**src/logic/ettcu_pkg.sv**
```systemverilog
// Shared offsets, field positions, reset values and mode codes for the 8-bit timer.
package ettcu_pkg;
   // Register offsets on the plain register port.
   localparam int          ADDR_W         = 3;
   localparam logic [2:0]  OFF_CTRL_A     = 3'h0;
   localparam logic [2:0]  OFF_CTRL_B     = 3'h1;
   localparam logic [2:0]  OFF_COUNT      = 3'h2;
   localparam logic [2:0]  OFF_CMP_A      = 3'h3;
   localparam logic [2:0]  OFF_CMP_B      = 3'h4;
   localparam logic [2:0]  OFF_FLAGS      = 3'h5;
   localparam logic [2:0]  OFF_MASK       = 3'h6;
   localparam logic [2:0]  OFF_ASYNC      = 3'h7;
   // Field positions in control A.
   localparam int          CA_WGM_LO      = 0;
   localparam int          CA_COM_B_LO    = 4;
   localparam int          CA_COM_A_LO    = 6;
   // Field positions in control B.
   localparam int          CB_CS_LO       = 0;
   localparam int          CB_WGM2        = 3;
   localparam int          CB_FOC_B       = 6;
   localparam int          CB_FOC_A       = 7;
   // Bit positions in the flag and mask registers.
   localparam int          FL_OVF         = 0;
   localparam int          FL_CMP_A       = 1;
   localparam int          FL_CMP_B       = 2;
   // Bit position of the clock source bit in the async status register.
   localparam int          AS_SEL         = 5;
   // Values after reset and counter landmarks.
   localparam logic [7:0]  RST_BYTE       = 8'h00;
   localparam logic [7:0]  CNT_BOTTOM     = 8'h00;
   localparam logic [7:0]  CNT_MAX        = 8'hFF;
   localparam logic [7:0]  CNT_ONE        = 8'h01;
   // Waveform mode codes.
   localparam logic [2:0]  MODE_NORMAL    = 3'h0;
   localparam logic [2:0]  MODE_PC_MAX    = 3'h1;
   localparam logic [2:0]  MODE_CTC       = 3'h2;
   localparam logic [2:0]  MODE_FAST_MAX  = 3'h3;
   localparam logic [2:0]  MODE_PC_A      = 3'h5;
   localparam logic [2:0]  MODE_FAST_A    = 3'h7;
   // Clock source codes.
   localparam logic [2:0]  CS_STOP        = 3'h0;
   localparam logic [2:0]  CS_DIV1        = 3'h1;
   localparam logic [2:0]  CS_DIV8        = 3'h2;
   localparam logic [2:0]  CS_DIV64       = 3'h3;
   localparam logic [2:0]  CS_DIV256      = 3'h4;
   localparam logic [2:0]  CS_DIV1024     = 3'h5;
   localparam logic [2:0]  CS_EXT_FALL    = 3'h6;
   localparam logic [2:0]  CS_EXT_RISE    = 3'h7;
   // Prescaler bits that must all be one for each division.
   localparam int          PRE_BITS_8     = 3;
   localparam int          PRE_BITS_64    = 6;
   localparam int          PRE_BITS_256   = 8;
   localparam int          PRE_BITS_1024  = 10;
   // Compare output action codes.
   localparam logic [1:0]  COM_OFF        = 2'h0;
   localparam logic [1:0]  COM_TOGGLE     = 2'h1;
   localparam logic [1:0]  COM_CLEAR      = 2'h2;
   localparam logic [1:0]  COM_SET        = 2'h3;
endpackage

```
**src/logic/ettcu_timer_top.sv**
```systemverilog
// The implementer's own choices: the register addresses and strobed register access.
`timescale 1ns/10ps
module ettcu_timer_top (
   input  wire logic       I_SYS_CLK,
   input  wire logic       I_RST_N,
   input  wire logic [2:0] I_ADDR,
   input  wire logic [7:0] I_WDATA,
   input  wire logic       I_WR,
   input  wire logic       I_RD,
   output logic      [7:0] O_RDATA,
   input  wire logic       I_TIMER_POWER_REDUCE,
   input  wire logic       I_CRYSTAL_PIN_IN,
   output logic            O_CRYSTAL_PIN_OUT,
   input  wire logic       I_EXT_PIN,
   input  wire logic       I_ACK_OVF,
   input  wire logic       I_ACK_CMP_A,
   input  wire logic       I_ACK_CMP_B,
   output logic            O_IRQ_OVF,
   output logic            O_IRQ_CMP_A,
   output logic            O_IRQ_CMP_B,
   output logic            O_COMPARE_OUTPUT_A,
   output logic            O_COMPARE_OUTPUT_A_EN,
   output logic            O_COMPARE_OUTPUT_B,
   output logic            O_COMPARE_OUTPUT_B_EN,
   output logic            O_COUNT_BOTTOM,
   output logic            O_COUNT_MAX,
   output logic            O_MATCH_A,
   output logic            O_MATCH_B
);
   typedef struct packed {
      logic [1:0] wgm_lo;
      logic [1:0] com_a;
      logic [1:0] com_b;
      logic [2:0] cs;
      logic       wgm2;
      logic       async_sel;
      logic [7:0] count;
      logic [7:0] cmp_a;
      logic [7:0] cmp_b;
      logic [7:0] buf_a;
      logic [7:0] buf_b;
      logic       count_up;
      logic       block;
      logic [2:0] flags;
      logic [2:0] mask;
      logic       oc_a;
      logic       oc_b;
      logic [7:0] rdata;
   } ettcu_st_t;

   ettcu_st_t  st_ff;
   ettcu_st_t  nxt_st;
   logic       tick;
   logic [2:0] mode;
   logic [7:0] top;
   logic       pwm_fast;
   logic       pwm_phase;
   logic       pwm;
   logic       match_a;
   logic       match_b;
   logic       hit_a;
   logic       hit_b;
   logic       at_top;
   logic       ovf_set;
   logic       reload;
   logic [2:0] set_f;
   logic [2:0] clr_f;
   logic       wr_ca;
   logic       wr_cb;
   logic       wr_cnt;

   // Applies a non-PWM compare action to the current output state.
   function automatic logic ettcu_act(input logic oc, input logic [1:0] com);
      logic r;
      r = oc;
      case (com)
         ettcu_pkg::COM_TOGGLE: r = ~oc;
         ettcu_pkg::COM_CLEAR:  r = 1'b0;
         ettcu_pkg::COM_SET:    r = 1'b1;
         default:               r = oc;
      endcase
      return r;
   endfunction

   // Tick source: prescaler, crystal and external pin selection.
   // The prescaler runs free and is not cleared on a select change, so the first
   // prescaled tick after a start may come early; software must allow for that.
   ettcu_tick_gen #(
      .PRE_W (10)
   ) u_tick (
      .i_clk             (I_SYS_CLK),
      .i_rst_n           (I_RST_N),
      .i_cs              (st_ff.cs),
      .i_async_sel       (st_ff.async_sel),
      .i_hold            (I_TIMER_POWER_REDUCE),
      .i_crystal_pin_in  (I_CRYSTAL_PIN_IN),
      .i_ext_pin         (I_EXT_PIN),
      .o_tick            (tick),
      .o_crystal_pin_out (O_CRYSTAL_PIN_OUT)
   );

   // Mode decode and the always-on comparators.
   always_comb begin
      mode      = {st_ff.wgm2, st_ff.wgm_lo};
      pwm_fast  = (mode == ettcu_pkg::MODE_FAST_MAX) || (mode == ettcu_pkg::MODE_FAST_A);
      pwm_phase = (mode == ettcu_pkg::MODE_PC_MAX) || (mode == ettcu_pkg::MODE_PC_A);
      pwm       = pwm_fast | pwm_phase;
      // Only CTC and the two compare-A-topped PWM modes move TOP off MAX.
      if ((mode == ettcu_pkg::MODE_CTC) || (mode == ettcu_pkg::MODE_PC_A)
          || (mode == ettcu_pkg::MODE_FAST_A)) begin
         top = st_ff.cmp_a;
      end else begin
         top = ettcu_pkg::CNT_MAX;
      end
      at_top  = (st_ff.count == top);
      match_a = (st_ff.count == st_ff.cmp_a);
      match_b = (st_ff.count == st_ff.cmp_b);
      // A recent count write suppresses matches until the next tick has passed.
      hit_a   = tick & match_a & ~st_ff.block;
      hit_b   = tick & match_b & ~st_ff.block;
   end

   // Next state: counting, buffering, waveforms, flags and the register port.
   always_comb begin
      nxt_st   = st_ff;
      ovf_set  = 1'b0;
      reload   = 1'b0;
      wr_ca    = I_WR && (I_ADDR == ettcu_pkg::OFF_CTRL_A);
      wr_cb    = I_WR && (I_ADDR == ettcu_pkg::OFF_CTRL_B);
      wr_cnt   = I_WR && (I_ADDR == ettcu_pkg::OFF_COUNT);

      // Counter sequence on each tick.
      if (tick) begin
         nxt_st.block = 1'b0;
         if (pwm_fast) begin
            if (at_top) begin
               nxt_st.count = ettcu_pkg::CNT_BOTTOM;
               ovf_set      = 1'b1;
               reload       = 1'b1;
            end else begin
               nxt_st.count = st_ff.count + ettcu_pkg::CNT_ONE;
            end
         end else if (pwm_phase) begin
            if (st_ff.count_up) begin
               if (at_top) begin
                  nxt_st.count_up = 1'b0;
                  nxt_st.count    = st_ff.count - ettcu_pkg::CNT_ONE;
                  reload          = 1'b1;
               end else begin
                  nxt_st.count = st_ff.count + ettcu_pkg::CNT_ONE;
               end
            end else if (st_ff.count == ettcu_pkg::CNT_BOTTOM) begin
               nxt_st.count_up = 1'b1;
               nxt_st.count    = ettcu_pkg::CNT_ONE;
            end else begin
               nxt_st.count = st_ff.count - ettcu_pkg::CNT_ONE;
               if (st_ff.count == ettcu_pkg::CNT_ONE) begin
                  ovf_set         = 1'b1;
                  nxt_st.count_up = 1'b1;
               end
            end
         end else if ((mode == ettcu_pkg::MODE_CTC) && at_top) begin
            nxt_st.count = ettcu_pkg::CNT_BOTTOM;
            ovf_set      = (st_ff.count == ettcu_pkg::CNT_MAX);
         end else begin
            // Normal mode and reserved codes: plain upward wrap.
            nxt_st.count = st_ff.count + ettcu_pkg::CNT_ONE;
            ovf_set      = (st_ff.count == ettcu_pkg::CNT_MAX);
         end
         if (!pwm) begin
            nxt_st.count_up = 1'b1;
         end
      end

      // Buffered compare values move into the comparators at TOP or BOTTOM.
      if (reload) begin
         nxt_st.cmp_a = st_ff.buf_a;
         nxt_st.cmp_b = st_ff.buf_b;
      end

      // Waveform generation on a real match.
      if (pwm_fast) begin
         if (hit_a) begin
            nxt_st.oc_a = (st_ff.com_a == ettcu_pkg::COM_SET);
            if (st_ff.com_a == ettcu_pkg::COM_TOGGLE) begin
               nxt_st.oc_a = st_ff.wgm2 ? ~st_ff.oc_a : st_ff.oc_a;
            end
         end
         if (hit_b && (st_ff.com_b[1] == 1'b1)) begin
            nxt_st.oc_b = st_ff.com_b[0];
         end
         // At the wrap to BOTTOM the output returns to its active level.
         if (tick && at_top) begin
            if (st_ff.com_a[1]) begin
               nxt_st.oc_a = ~st_ff.com_a[0];
            end
            if (st_ff.com_b[1]) begin
               nxt_st.oc_b = ~st_ff.com_b[0];
            end
         end
      end else if (pwm_phase) begin
         // Matches clear while rising and set while falling; inverted for the set code.
         if (hit_a && st_ff.com_a[1]) begin
            nxt_st.oc_a = st_ff.com_a[0] ^ ~st_ff.count_up;
         end else if (hit_a && (st_ff.com_a == ettcu_pkg::COM_TOGGLE) && st_ff.wgm2) begin
            nxt_st.oc_a = ~st_ff.oc_a;
         end
         if (hit_b && st_ff.com_b[1]) begin
            nxt_st.oc_b = st_ff.com_b[0] ^ ~st_ff.count_up;
         end
      end else begin
         if (hit_a) begin
            nxt_st.oc_a = ettcu_act(st_ff.oc_a, st_ff.com_a);
         end
         if (hit_b) begin
            nxt_st.oc_b = ettcu_act(st_ff.oc_b, st_ff.com_b);
         end
      end

      // Register writes.
      if (wr_ca) begin
         nxt_st.wgm_lo = I_WDATA[ettcu_pkg::CA_WGM_LO +: 2];
         nxt_st.com_b  = I_WDATA[ettcu_pkg::CA_COM_B_LO +: 2];
         nxt_st.com_a  = I_WDATA[ettcu_pkg::CA_COM_A_LO +: 2];
      end
      if (wr_cb) begin
         nxt_st.cs   = I_WDATA[ettcu_pkg::CB_CS_LO +: 3];
         nxt_st.wgm2 = I_WDATA[ettcu_pkg::CB_WGM2];
         // Force strobes act only in non-PWM modes and touch neither flags nor count.
         if (!pwm && I_WDATA[ettcu_pkg::CB_FOC_A]) begin
            nxt_st.oc_a = ettcu_act(st_ff.oc_a, st_ff.com_a);
         end
         if (!pwm && I_WDATA[ettcu_pkg::CB_FOC_B]) begin
            nxt_st.oc_b = ettcu_act(st_ff.oc_b, st_ff.com_b);
         end
      end
      // The CPU write is applied last so that it overrides the tick's count and block updates.
      // Blocking only the next tick lets software preload a compare value equal
      // to the count without raising a spurious flag when the clock starts.
      if (wr_cnt) begin
         nxt_st.count = I_WDATA;
         nxt_st.block = 1'b1;
      end
      // Reads return the buffer, which equals the live value outside PWM modes.
      if (I_WR && (I_ADDR == ettcu_pkg::OFF_CMP_A)) begin
         nxt_st.buf_a = I_WDATA;
         if (!pwm) begin
            nxt_st.cmp_a = I_WDATA;
         end
      end
      if (I_WR && (I_ADDR == ettcu_pkg::OFF_CMP_B)) begin
         nxt_st.buf_b = I_WDATA;
         if (!pwm) begin
            nxt_st.cmp_b = I_WDATA;
         end
      end
      if (I_WR && (I_ADDR == ettcu_pkg::OFF_MASK)) begin
         nxt_st.mask = I_WDATA[2:0];
      end
      if (I_WR && (I_ADDR == ettcu_pkg::OFF_ASYNC)) begin
         nxt_st.async_sel = I_WDATA[ettcu_pkg::AS_SEL];
      end

      // Flags: a set in the same cycle as a clear wins, so no event is lost.
      // Service pulses come from logic on this clock, so they need no synchroniser.
      set_f                       = '0;
      set_f[ettcu_pkg::FL_OVF]    = ovf_set;
      set_f[ettcu_pkg::FL_CMP_A]  = hit_a;
      set_f[ettcu_pkg::FL_CMP_B]  = hit_b;
      clr_f                       = {I_ACK_CMP_B, I_ACK_CMP_A, I_ACK_OVF};
      if (I_WR && (I_ADDR == ettcu_pkg::OFF_FLAGS)) begin
         clr_f = clr_f | I_WDATA[2:0];
      end
      nxt_st.flags = (st_ff.flags & ~clr_f) | set_f;

      // Read data stands for one cycle only; unmapped bits read as zero.
      nxt_st.rdata = ettcu_pkg::RST_BYTE;
      if (I_RD) begin
         case (I_ADDR)
            ettcu_pkg::OFF_CTRL_A: nxt_st.rdata = {st_ff.com_a, st_ff.com_b, 2'h0, st_ff.wgm_lo};
            ettcu_pkg::OFF_CTRL_B: nxt_st.rdata = {4'h0, st_ff.wgm2, st_ff.cs};
            ettcu_pkg::OFF_COUNT:  nxt_st.rdata = st_ff.count;
            ettcu_pkg::OFF_CMP_A:  nxt_st.rdata = st_ff.buf_a;
            ettcu_pkg::OFF_CMP_B:  nxt_st.rdata = st_ff.buf_b;
            ettcu_pkg::OFF_FLAGS:  nxt_st.rdata = {5'h00, st_ff.flags};
            ettcu_pkg::OFF_MASK:   nxt_st.rdata = {5'h00, st_ff.mask};
            ettcu_pkg::OFF_ASYNC:  nxt_st.rdata = {2'h0, st_ff.async_sel, 5'h00};
            default:               nxt_st.rdata = ettcu_pkg::RST_BYTE;
         endcase
      end
   end

   // All state lives in one register; reset leaves the timer stopped in normal mode.
   always_ff @(posedge I_SYS_CLK) begin
      if (!I_RST_N) begin
         st_ff          <= '0;
         st_ff.count_up <= 1'b1;
      end else begin
         st_ff <= nxt_st;
      end
   end

   // Requests are the flags gated by their individual enables.
   assign O_IRQ_OVF   = st_ff.flags[ettcu_pkg::FL_OVF] & st_ff.mask[ettcu_pkg::FL_OVF];
   assign O_IRQ_CMP_A = st_ff.flags[ettcu_pkg::FL_CMP_A] & st_ff.mask[ettcu_pkg::FL_CMP_A];
   assign O_IRQ_CMP_B = st_ff.flags[ettcu_pkg::FL_CMP_B] & st_ff.mask[ettcu_pkg::FL_CMP_B];

   // The pin is handed to the waveform only while an action is selected.
   assign O_COMPARE_OUTPUT_A    = st_ff.oc_a;
   assign O_COMPARE_OUTPUT_A_EN = (st_ff.com_a != ettcu_pkg::COM_OFF);
   assign O_COMPARE_OUTPUT_B    = st_ff.oc_b;
   assign O_COMPARE_OUTPUT_B_EN = (st_ff.com_b != ettcu_pkg::COM_OFF);
   assign O_RDATA               = st_ff.rdata;

   // Landmark and match status for the waveform stage and for observers.
   assign O_COUNT_BOTTOM = (st_ff.count == ettcu_pkg::CNT_BOTTOM);
   assign O_COUNT_MAX    = (st_ff.count == ettcu_pkg::CNT_MAX);
   assign O_MATCH_A      = match_a;
   assign O_MATCH_B      = match_b;
endmodule

```
**src/logic/ettcu_tick_gen.sv**
```systemverilog
// Clock selection and prescaler that turns the chosen source into timer tick pulses.
`timescale 1ns/10ps
module ettcu_tick_gen #(
   parameter int PRE_W = 10
) (
   input  wire logic       i_clk,
   input  wire logic       i_rst_n,
   input  wire logic [2:0] i_cs,
   input  wire logic       i_async_sel,
   input  wire logic       i_hold,
   input  wire logic       i_crystal_pin_in,
   input  wire logic       i_ext_pin,
   output logic            o_tick,
   output logic            o_crystal_pin_out
);
   // The divide-by-1024 tap needs ten prescaler bits.
   if (PRE_W < ettcu_pkg::PRE_BITS_1024) begin : g_chk
      $error("ettcu_tick_gen: PRE_W must be at least 10");
   end

   typedef struct packed {
      logic [2:0]       xtal;
      logic [2:0]       ext;
      logic [PRE_W-1:0] pre;
      logic             xout;
   } ettcu_tick_st_t;

   ettcu_tick_st_t st_ff;
   ettcu_tick_st_t nxt_st;
   logic           base;
   logic           x_rise;
   logic           e_rise;
   logic           e_fall;

   // Stage 0 of each chain feeds only stage 1; edges are found between stages 1 and 2.
   always_comb begin
      nxt_st      = st_ff;
      nxt_st.xtal = {st_ff.xtal[1:0], i_crystal_pin_in};
      nxt_st.ext  = {st_ff.ext[1:0], i_ext_pin};
      x_rise      = st_ff.xtal[1] & ~st_ff.xtal[2];
      e_rise      = st_ff.ext[1] & ~st_ff.ext[2];
      e_fall      = ~st_ff.ext[1] & st_ff.ext[2];
      base        = i_async_sel ? x_rise : 1'b1;
      // The oscillator feedback pin drives the inverse of the settled crystal level.
      nxt_st.xout = ~st_ff.xtal[1];
      if (base) begin
         nxt_st.pre = st_ff.pre + 1'b1;
      end
      // A stopped source or a powered-down timer produces no ticks at all.
      o_tick = 1'b0;
      case (i_cs)
         ettcu_pkg::CS_STOP:     o_tick = 1'b0;
         ettcu_pkg::CS_DIV1:     o_tick = base;
         ettcu_pkg::CS_DIV8:     o_tick = base & (&st_ff.pre[ettcu_pkg::PRE_BITS_8-1:0]);
         ettcu_pkg::CS_DIV64:    o_tick = base & (&st_ff.pre[ettcu_pkg::PRE_BITS_64-1:0]);
         ettcu_pkg::CS_DIV256:   o_tick = base & (&st_ff.pre[ettcu_pkg::PRE_BITS_256-1:0]);
         ettcu_pkg::CS_DIV1024:  o_tick = base & (&st_ff.pre[ettcu_pkg::PRE_BITS_1024-1:0]);
         ettcu_pkg::CS_EXT_FALL: o_tick = e_fall;
         ettcu_pkg::CS_EXT_RISE: o_tick = e_rise;
         default:                o_tick = 1'b0;
      endcase
      if (i_hold) begin
         o_tick = 1'b0;
      end
   end

   // Single register stage for all state of the tick generator.
   always_ff @(posedge i_clk) begin
      if (!i_rst_n) begin
         st_ff <= '0;
      end else begin
         st_ff <= nxt_st;
      end
   end

   assign o_crystal_pin_out = st_ff.xout;
endmodule

```
**config.mk**
```make
export PLATFORM = sky130hd
export DESIGN_NAME = ettcu_timer_top
export DESIGN_NICKNAME = d
export VERILOG_FILES = /design/src/logic/ettcu_pkg.sv /design/src/logic/ettcu_timer_top.sv /design/src/logic/ettcu_tick_gen.sv
export SDC_FILE = /design/constraint.sdc
export NUM_CORES = 1
export LEC_CHECK = 0
export BUFFER_PORTS_ARGS = -buffer_cell sky130_fd_sc_hd__buf_2
export CAP_MARGIN = 20
export CORE_MARGIN = 2
export CORE_UTILIZATION = 46
export DETAILED_ROUTE_END_ITERATION = 10
export PLACE_DENSITY = 0.66
export SETUP_SLACK_MARGIN = 0.05
export SLEW_MARGIN = 25
export SYNTH_ARGS = -nofsm -noshare
export SYNTH_HDL_FRONTEND = slang
export SYNTH_HIERARCHICAL = 1
export SYNTH_SLANG_ARGS = --single-unit
```
**constraint.sdc**
```tcl
create_clock -name I_SYS_CLK -period 4.81 [get_ports I_SYS_CLK]
set_input_delay 0.481 -clock I_SYS_CLK [delete_from_list [all_inputs] [get_ports I_SYS_CLK]]
set_output_delay 0.481 -clock I_SYS_CLK [all_outputs]
set_load 0.01 [all_outputs]
```
# ---- After elaboration in Yosys (flattened, before gate mapping)
# Index checks and enable logic that the tools add are counted.
dict set report totals {
  regBits 86
  out_inout_bits 20
}
dict set report op_classes {
  n_reduce_logical 33
  bitwise 31
  n_eq_ne 32
  addsub 3
  mux 58
}
# cell count
set op_table {}
lappend op_table {{2-to-1 mux 8 bit} 14}
lappend op_table {{case mux 8 bit (8 select lines)} 1}
lappend op_table {{2-to-1 mux 1 bit} 34}
lappend op_table {{== test 3 bit (second input constant)} 10}
lappend op_table {{== test 8 bit} 3}
lappend op_table {{== test 3 x 2 -> 1 bit (second input constant)} 6}
lappend op_table {{logical AND 1 bit} 16}
lappend op_table {{2-to-1 mux 16 bit} 1}
lappend op_table {{bitwise AND 1 bit} 14}
lappend op_table {{adder 10 x 1 -> 10 bit (second input constant)} 1}
lappend op_table {{NOT 1 bit} 10}
lappend op_table {{AND reduction 10 bit} 1}
lappend op_table {{== test 3 x 1 -> 1 bit (second input constant)} 3}
lappend op_table {{adder 8 x 1 -> 8 bit (second input constant)} 1}
lappend op_table {{== test 2 bit (second input constant)} 4}
lappend op_table {{== test 8 x 1 -> 1 bit (second input constant)} 1}
lappend op_table {{== test 8 bit (second input constant)} 1}
lappend op_table {{zero test 8 bit} 1}
lappend op_table {{2-to-1 mux 2 bit} 4}
lappend op_table {{case mux 1 bit (8 select lines)} 1}
lappend op_table {{AND reduction 8 bit} 1}
lappend op_table {{subtractor 8 x 1 -> 8 bit (second input constant)} 1}
lappend op_table {{zero test 3 bit} 2}
lappend op_table {{OR 3 bit} 2}
lappend op_table {{14 further kinds} 24}

# ---- Depth between registers and ports, before layout
dict set report depth {
  depth_word 16
  ltp_mapped 13
}

# ---- Modules after synthesis
# Netlist, hierarchy kept.
# module cells_per_inst seq_area_each_um2 area_per_inst_um2 n_inst
set modules_own_cells {}
lappend modules_own_cells {ettcu_timer_top 563 1381.3 4376.7 1}
lappend modules_own_cells {ettcu_tick_gen 82 340.3 782.0 1}

# ---- Least setup slack after synthesis
# No wires, ideal clock.
dict set report synth_timing {
  path_type {register to register}
  from {register u_tick/st_ff[2] (netlist name)}
  to {register st_ff[42] (netlist name)}
  path_slack_ns 2.139
  path_stages_with_launch 12
  n_path_buf 2
  t_required_ns 4.678
  t_arrival_ns 2.539
  path_cell_list {dfxtp_1 > ha_1 > nand3_1 > a2111oi_0 > nor2_1 > nor4_1 > inv_1 > clkbuf_1 > nor3_4 > buf_6 > mux2i_1 > a21oi_1}
}
dict set report synth_between {
  elab_chain_len 8
}
# element line_no
set synth_rtl {}
lappend synth_rtl {{from (decl)} ettcu_tick_gen.sv:28} ;# ettcu_tick_st_t st_ff;
lappend synth_rtl {{from (signal assigned)} ettcu_tick_gen.sv:72} ;# st_ff <= nxt_st;
lappend synth_rtl {{AND reduction 10 bit, or another cell as far along} ettcu_tick_gen.sv:57} ;# ettcu_pkg::CS_DIV1024: o_tick = base & (&st_ff.pre[ettcu_pkg::PRE_BITS_1024-1:0]);
lappend synth_rtl {{bitwise AND 1 bit (on tied branches)} -}
lappend synth_rtl {{case mux 1 bit (8 select lines) *} ettcu_tick_gen.sv:51} ;# case (i_cs)
lappend synth_rtl {{2-to-1 mux 1 bit *} ettcu_tick_gen.sv:62} ;# if (i_hold) begin
lappend synth_rtl {{net tick} ettcu_timer_top.sv:53} ;# logic tick;
lappend synth_rtl {{2-to-1 mux 1 bit *} ettcu_timer_top.sv:133} ;# if (tick) begin
lappend synth_rtl {{2-to-1 mux 16 bit *} ettcu_timer_top.sv:176} ;# if (reload) begin
lappend synth_rtl {{2-to-1 mux 8 bit} ettcu_timer_top.sv:247} ;# if (!pwm) begin
lappend synth_rtl {{2-to-1 mux 8 bit *} ettcu_timer_top.sv:245} ;# if (I_WR && (I_ADDR == ettcu_pkg::OFF_CMP_A)) begin
lappend synth_rtl {{to (signal assigned)} ettcu_timer_top.sv:299} ;# st_ff <= nxt_st;
lappend synth_rtl {{to (decl)} ettcu_timer_top.sv:51} ;# ettcu_st_t st_ff;
# Mark *: on every way through the listed nets, which the timed path passes. The rest lies on a longest branch.
# A chain may end at the register's enable or synchronous reset.

# ---- Final worst setup path
dict set report layout_timing {
  from {register u_tick/st_ff[2] (netlist name)}
  to {register st_ff[47] (netlist name)}
}
# Same word-level chain as after synthesis.

==> impl_metrics.yaml <==
power:
  p_total_mw: 1.50
  ir_drop_mv: 0.180
  leakagePower_nw: 1.96
  power_density_mw_per_mm2: 273
synth:
  synth_top_cell_by_area: "dfxtp_1"
  syn_area_per_cell_um2: 8.00
  ys_seq_area_frac: 0.334
  synth_cell_types: 73
  ys_warn_count: 6
  syn_area_mm2: 0.00516
  synth_edf_count: 0
  synth_nets: 672
  synth_ff_type: "dfxtp_1"
  syn_inst: 645
  synthArstFlopShare: 0
  synth.ff_latch_count: 86
  synth_area_leaders: "dfxtp_1, mux2i_1, nand2_1, a21oi_1, a21boi_0"
  synth_top_area_frac: 0.334
  synthTopCellsByCount: "dfxtp_1, nand2_1, a21oi_1, mux2i_1, o21ai_0"
critical_path:
  cp_slowest_stage_delay_ns: 0.86
  worstPathRequired_ns: 5.04
  crit_path_top_delay_cell: "nor3_4"
  crit_fanout: 21
  crit_path_start_kind: "flop"
  path_cells: "ha_1 -> nand3_1 -> a2111oi_0 -> nor2_1 -> nor4_2 -> buf_4 -> inv_1 -> nor3_4 -> mux2i_1 -> a21oi_1"
  arrival_ns: 3.48
  cp-end-kind: "flop"
  path_class: "flop to flop"
global_route:
  grt_pass1_wl_um: 24500
  antenna_found_initial: 0
  grt_pass1_vias: 4485
  grt_use_total: 0.265
  grt_max_degree: 64
  overflow: 0
placed_design:
  gp_congestion: 0.897
  numPortBuffers: 40
  dp.final_hpwl_um: 10700
  dp_slack_ns: 1.55
clock_network:
  clk_pin_slew_worst_paths_ns: 0.08
  clock-root-buffer: "clkbuf_8"
  cts-hold-fix-buffers: 0
  tritoncts: "done"
  htreeDepth: 3
  clock_path_buffers: 2
  clk_latency_ns: 0.36
  cts_setup_buffers: 0
  cts_resized: 0
  cts_buffers: 9
  clock_sinks: 86
layout:
  n_antenna_cell: 0
  area_growth_pct: 6.48
  nets: 673
  drive_gt1_frac: 0.114
timing:
  timing.final.ws_setup_ns: 1.55
  period_minus_slack_ns: 3.26
  clock.fmax_mhz: 307
  tightest_slew_ns: 1.00
  finalSetupViolCount: 0
  grt_setup_unrepaired: "no"
  holdWs_ns: 0.336
  hold_viol: 0
  timing.slew.headroom: 0.330
  drv_slew: 0
  tns_ns: 0
  skew_ns: 0.00908
  fin_crit_sh: 0.677
floorplanning:
  die_h_um: 110
  die-width_um: 110
  dieArea_mm2: 0.0121
  num_io_pins: 41
  coreArea_mm2: 0.0109
  initial_core_util: 0.474
  rows: 38
drt:
  firstDrtPassIters: 5
  drt_iter0_drc: 418
  wire_per_inst_um: 19.6
  vias_per_cell: 6.05
  vias: 4789
  drc_errors: 0
  routed_wl_um: 15500
  drtAntennaViolNets: 0
min_path:
  hp-class: "input pin to flop"
run_status:
  status: "completed"
flow_run:
  drv_cap: 0
[cell families (layout without fill, tap and decap cells)]
logic type / Yosys count / after routing / share of synthesized area
simple gates: 246 / 246 / 0.244
compound gates: 167 / 167 / 0.216
flops: 86 / 86 / 0.334
buf+inv: 71 / 77 / 0.0623
mux: 39 / 39 / 0.0788
xor+xnor: 30 / 30 / 0.0509
fa+ha+maj: 6 / 6 / 0.0146
[power breakdown]
group          internal [mW]  switching (mW)  total (mW)
registers              0.734          0.0386       0.773
clock network          0.218           0.271       0.489
logic                 0.0918           0.143       0.235
[registers in the layout (all words and copies together) (netlist names)]
signal / count
st_ff: 56
u_tick/st_ff: 12
u_tick/nxt_st: 4
O_RDATA: 8
u_tick/o_crystal_pin_out: 1
O_COMPARE_OUTPUT_A: 1
mode: 3
O_COMPARE_OUTPUT_B: 1
[per-layer routing]
metal | vias to the layer above | wire length [um] | part of all wire | track usage
met1 | 2274 | 6740 | 0.44 | 0.368
met5 | - | 0 | 0 | 0
met3 | 36 | 1170 | 0.075 | 0.0326
li1 | 2273 | - | - | -
met2 | 206 | 7110 | 0.46 | 0.415
met4 | 0 | 444 | 0.029 | 0.110
[worst max-delay path, delay by kind of cell (launching register included)]
family	cells	cell delay, ns
mux	1	0.28
flops	1	0.38
buf+inv	2	0.52
fa+ha+maj	1	0.19
simple gates	4	1.26
compound gates	2	0.48
[placed cells by master, fill, tap and decap left out, types with 21 or more instances in the layout]
master and count:
mux2i_1 35, nand3_1 21, nor2_1 33, buf_2 40, nor2b_1 23, a21oi_1 48, nand2_1 86, o21ai_0 34
dfxtp_1 86, a21boi_0 23
[per-stage QoR]
step / instance area [um2] / util / cells
6_report: 5490 / 0.504 / 791
5_1_grt: 5490 / 0.504 / 791
4_1_cts: 5490 / 0.504 / 791
3_5_place_dp: 5310 / 0.488 / 775
3_3_place_gp: 5310 / 0.488 / 775
2_1_floorplan: 5160 / - / 645
[layout make-up]
type,instances,area [um2]
fill,1050,5400
sequential,86,1720
inverter,18,67.6
tap,140,175
timing repair buffer,43,223
multi-input combinational,488,3120
clock inverter,4,28.8
clock buffer,12,155
[path summary, 6_finish.rpt]
kind	to	start	depth (start not counted)	slack (ns)
setup / recovery	st_ff[47]	u_tick/st_ff[2]	10	1.55
hold / removal	u_tick/nxt_st[15]	I_CRYSTAL_PIN_IN	2	0.34
setup reg to reg	st_ff[47]	u_tick/st_ff[2]	10	1.55
hold reg to reg	u_tick/nxt_st[13]	u_tick/nxt_st[12]	1	0.44
Power figures use the tool's default switching activity.
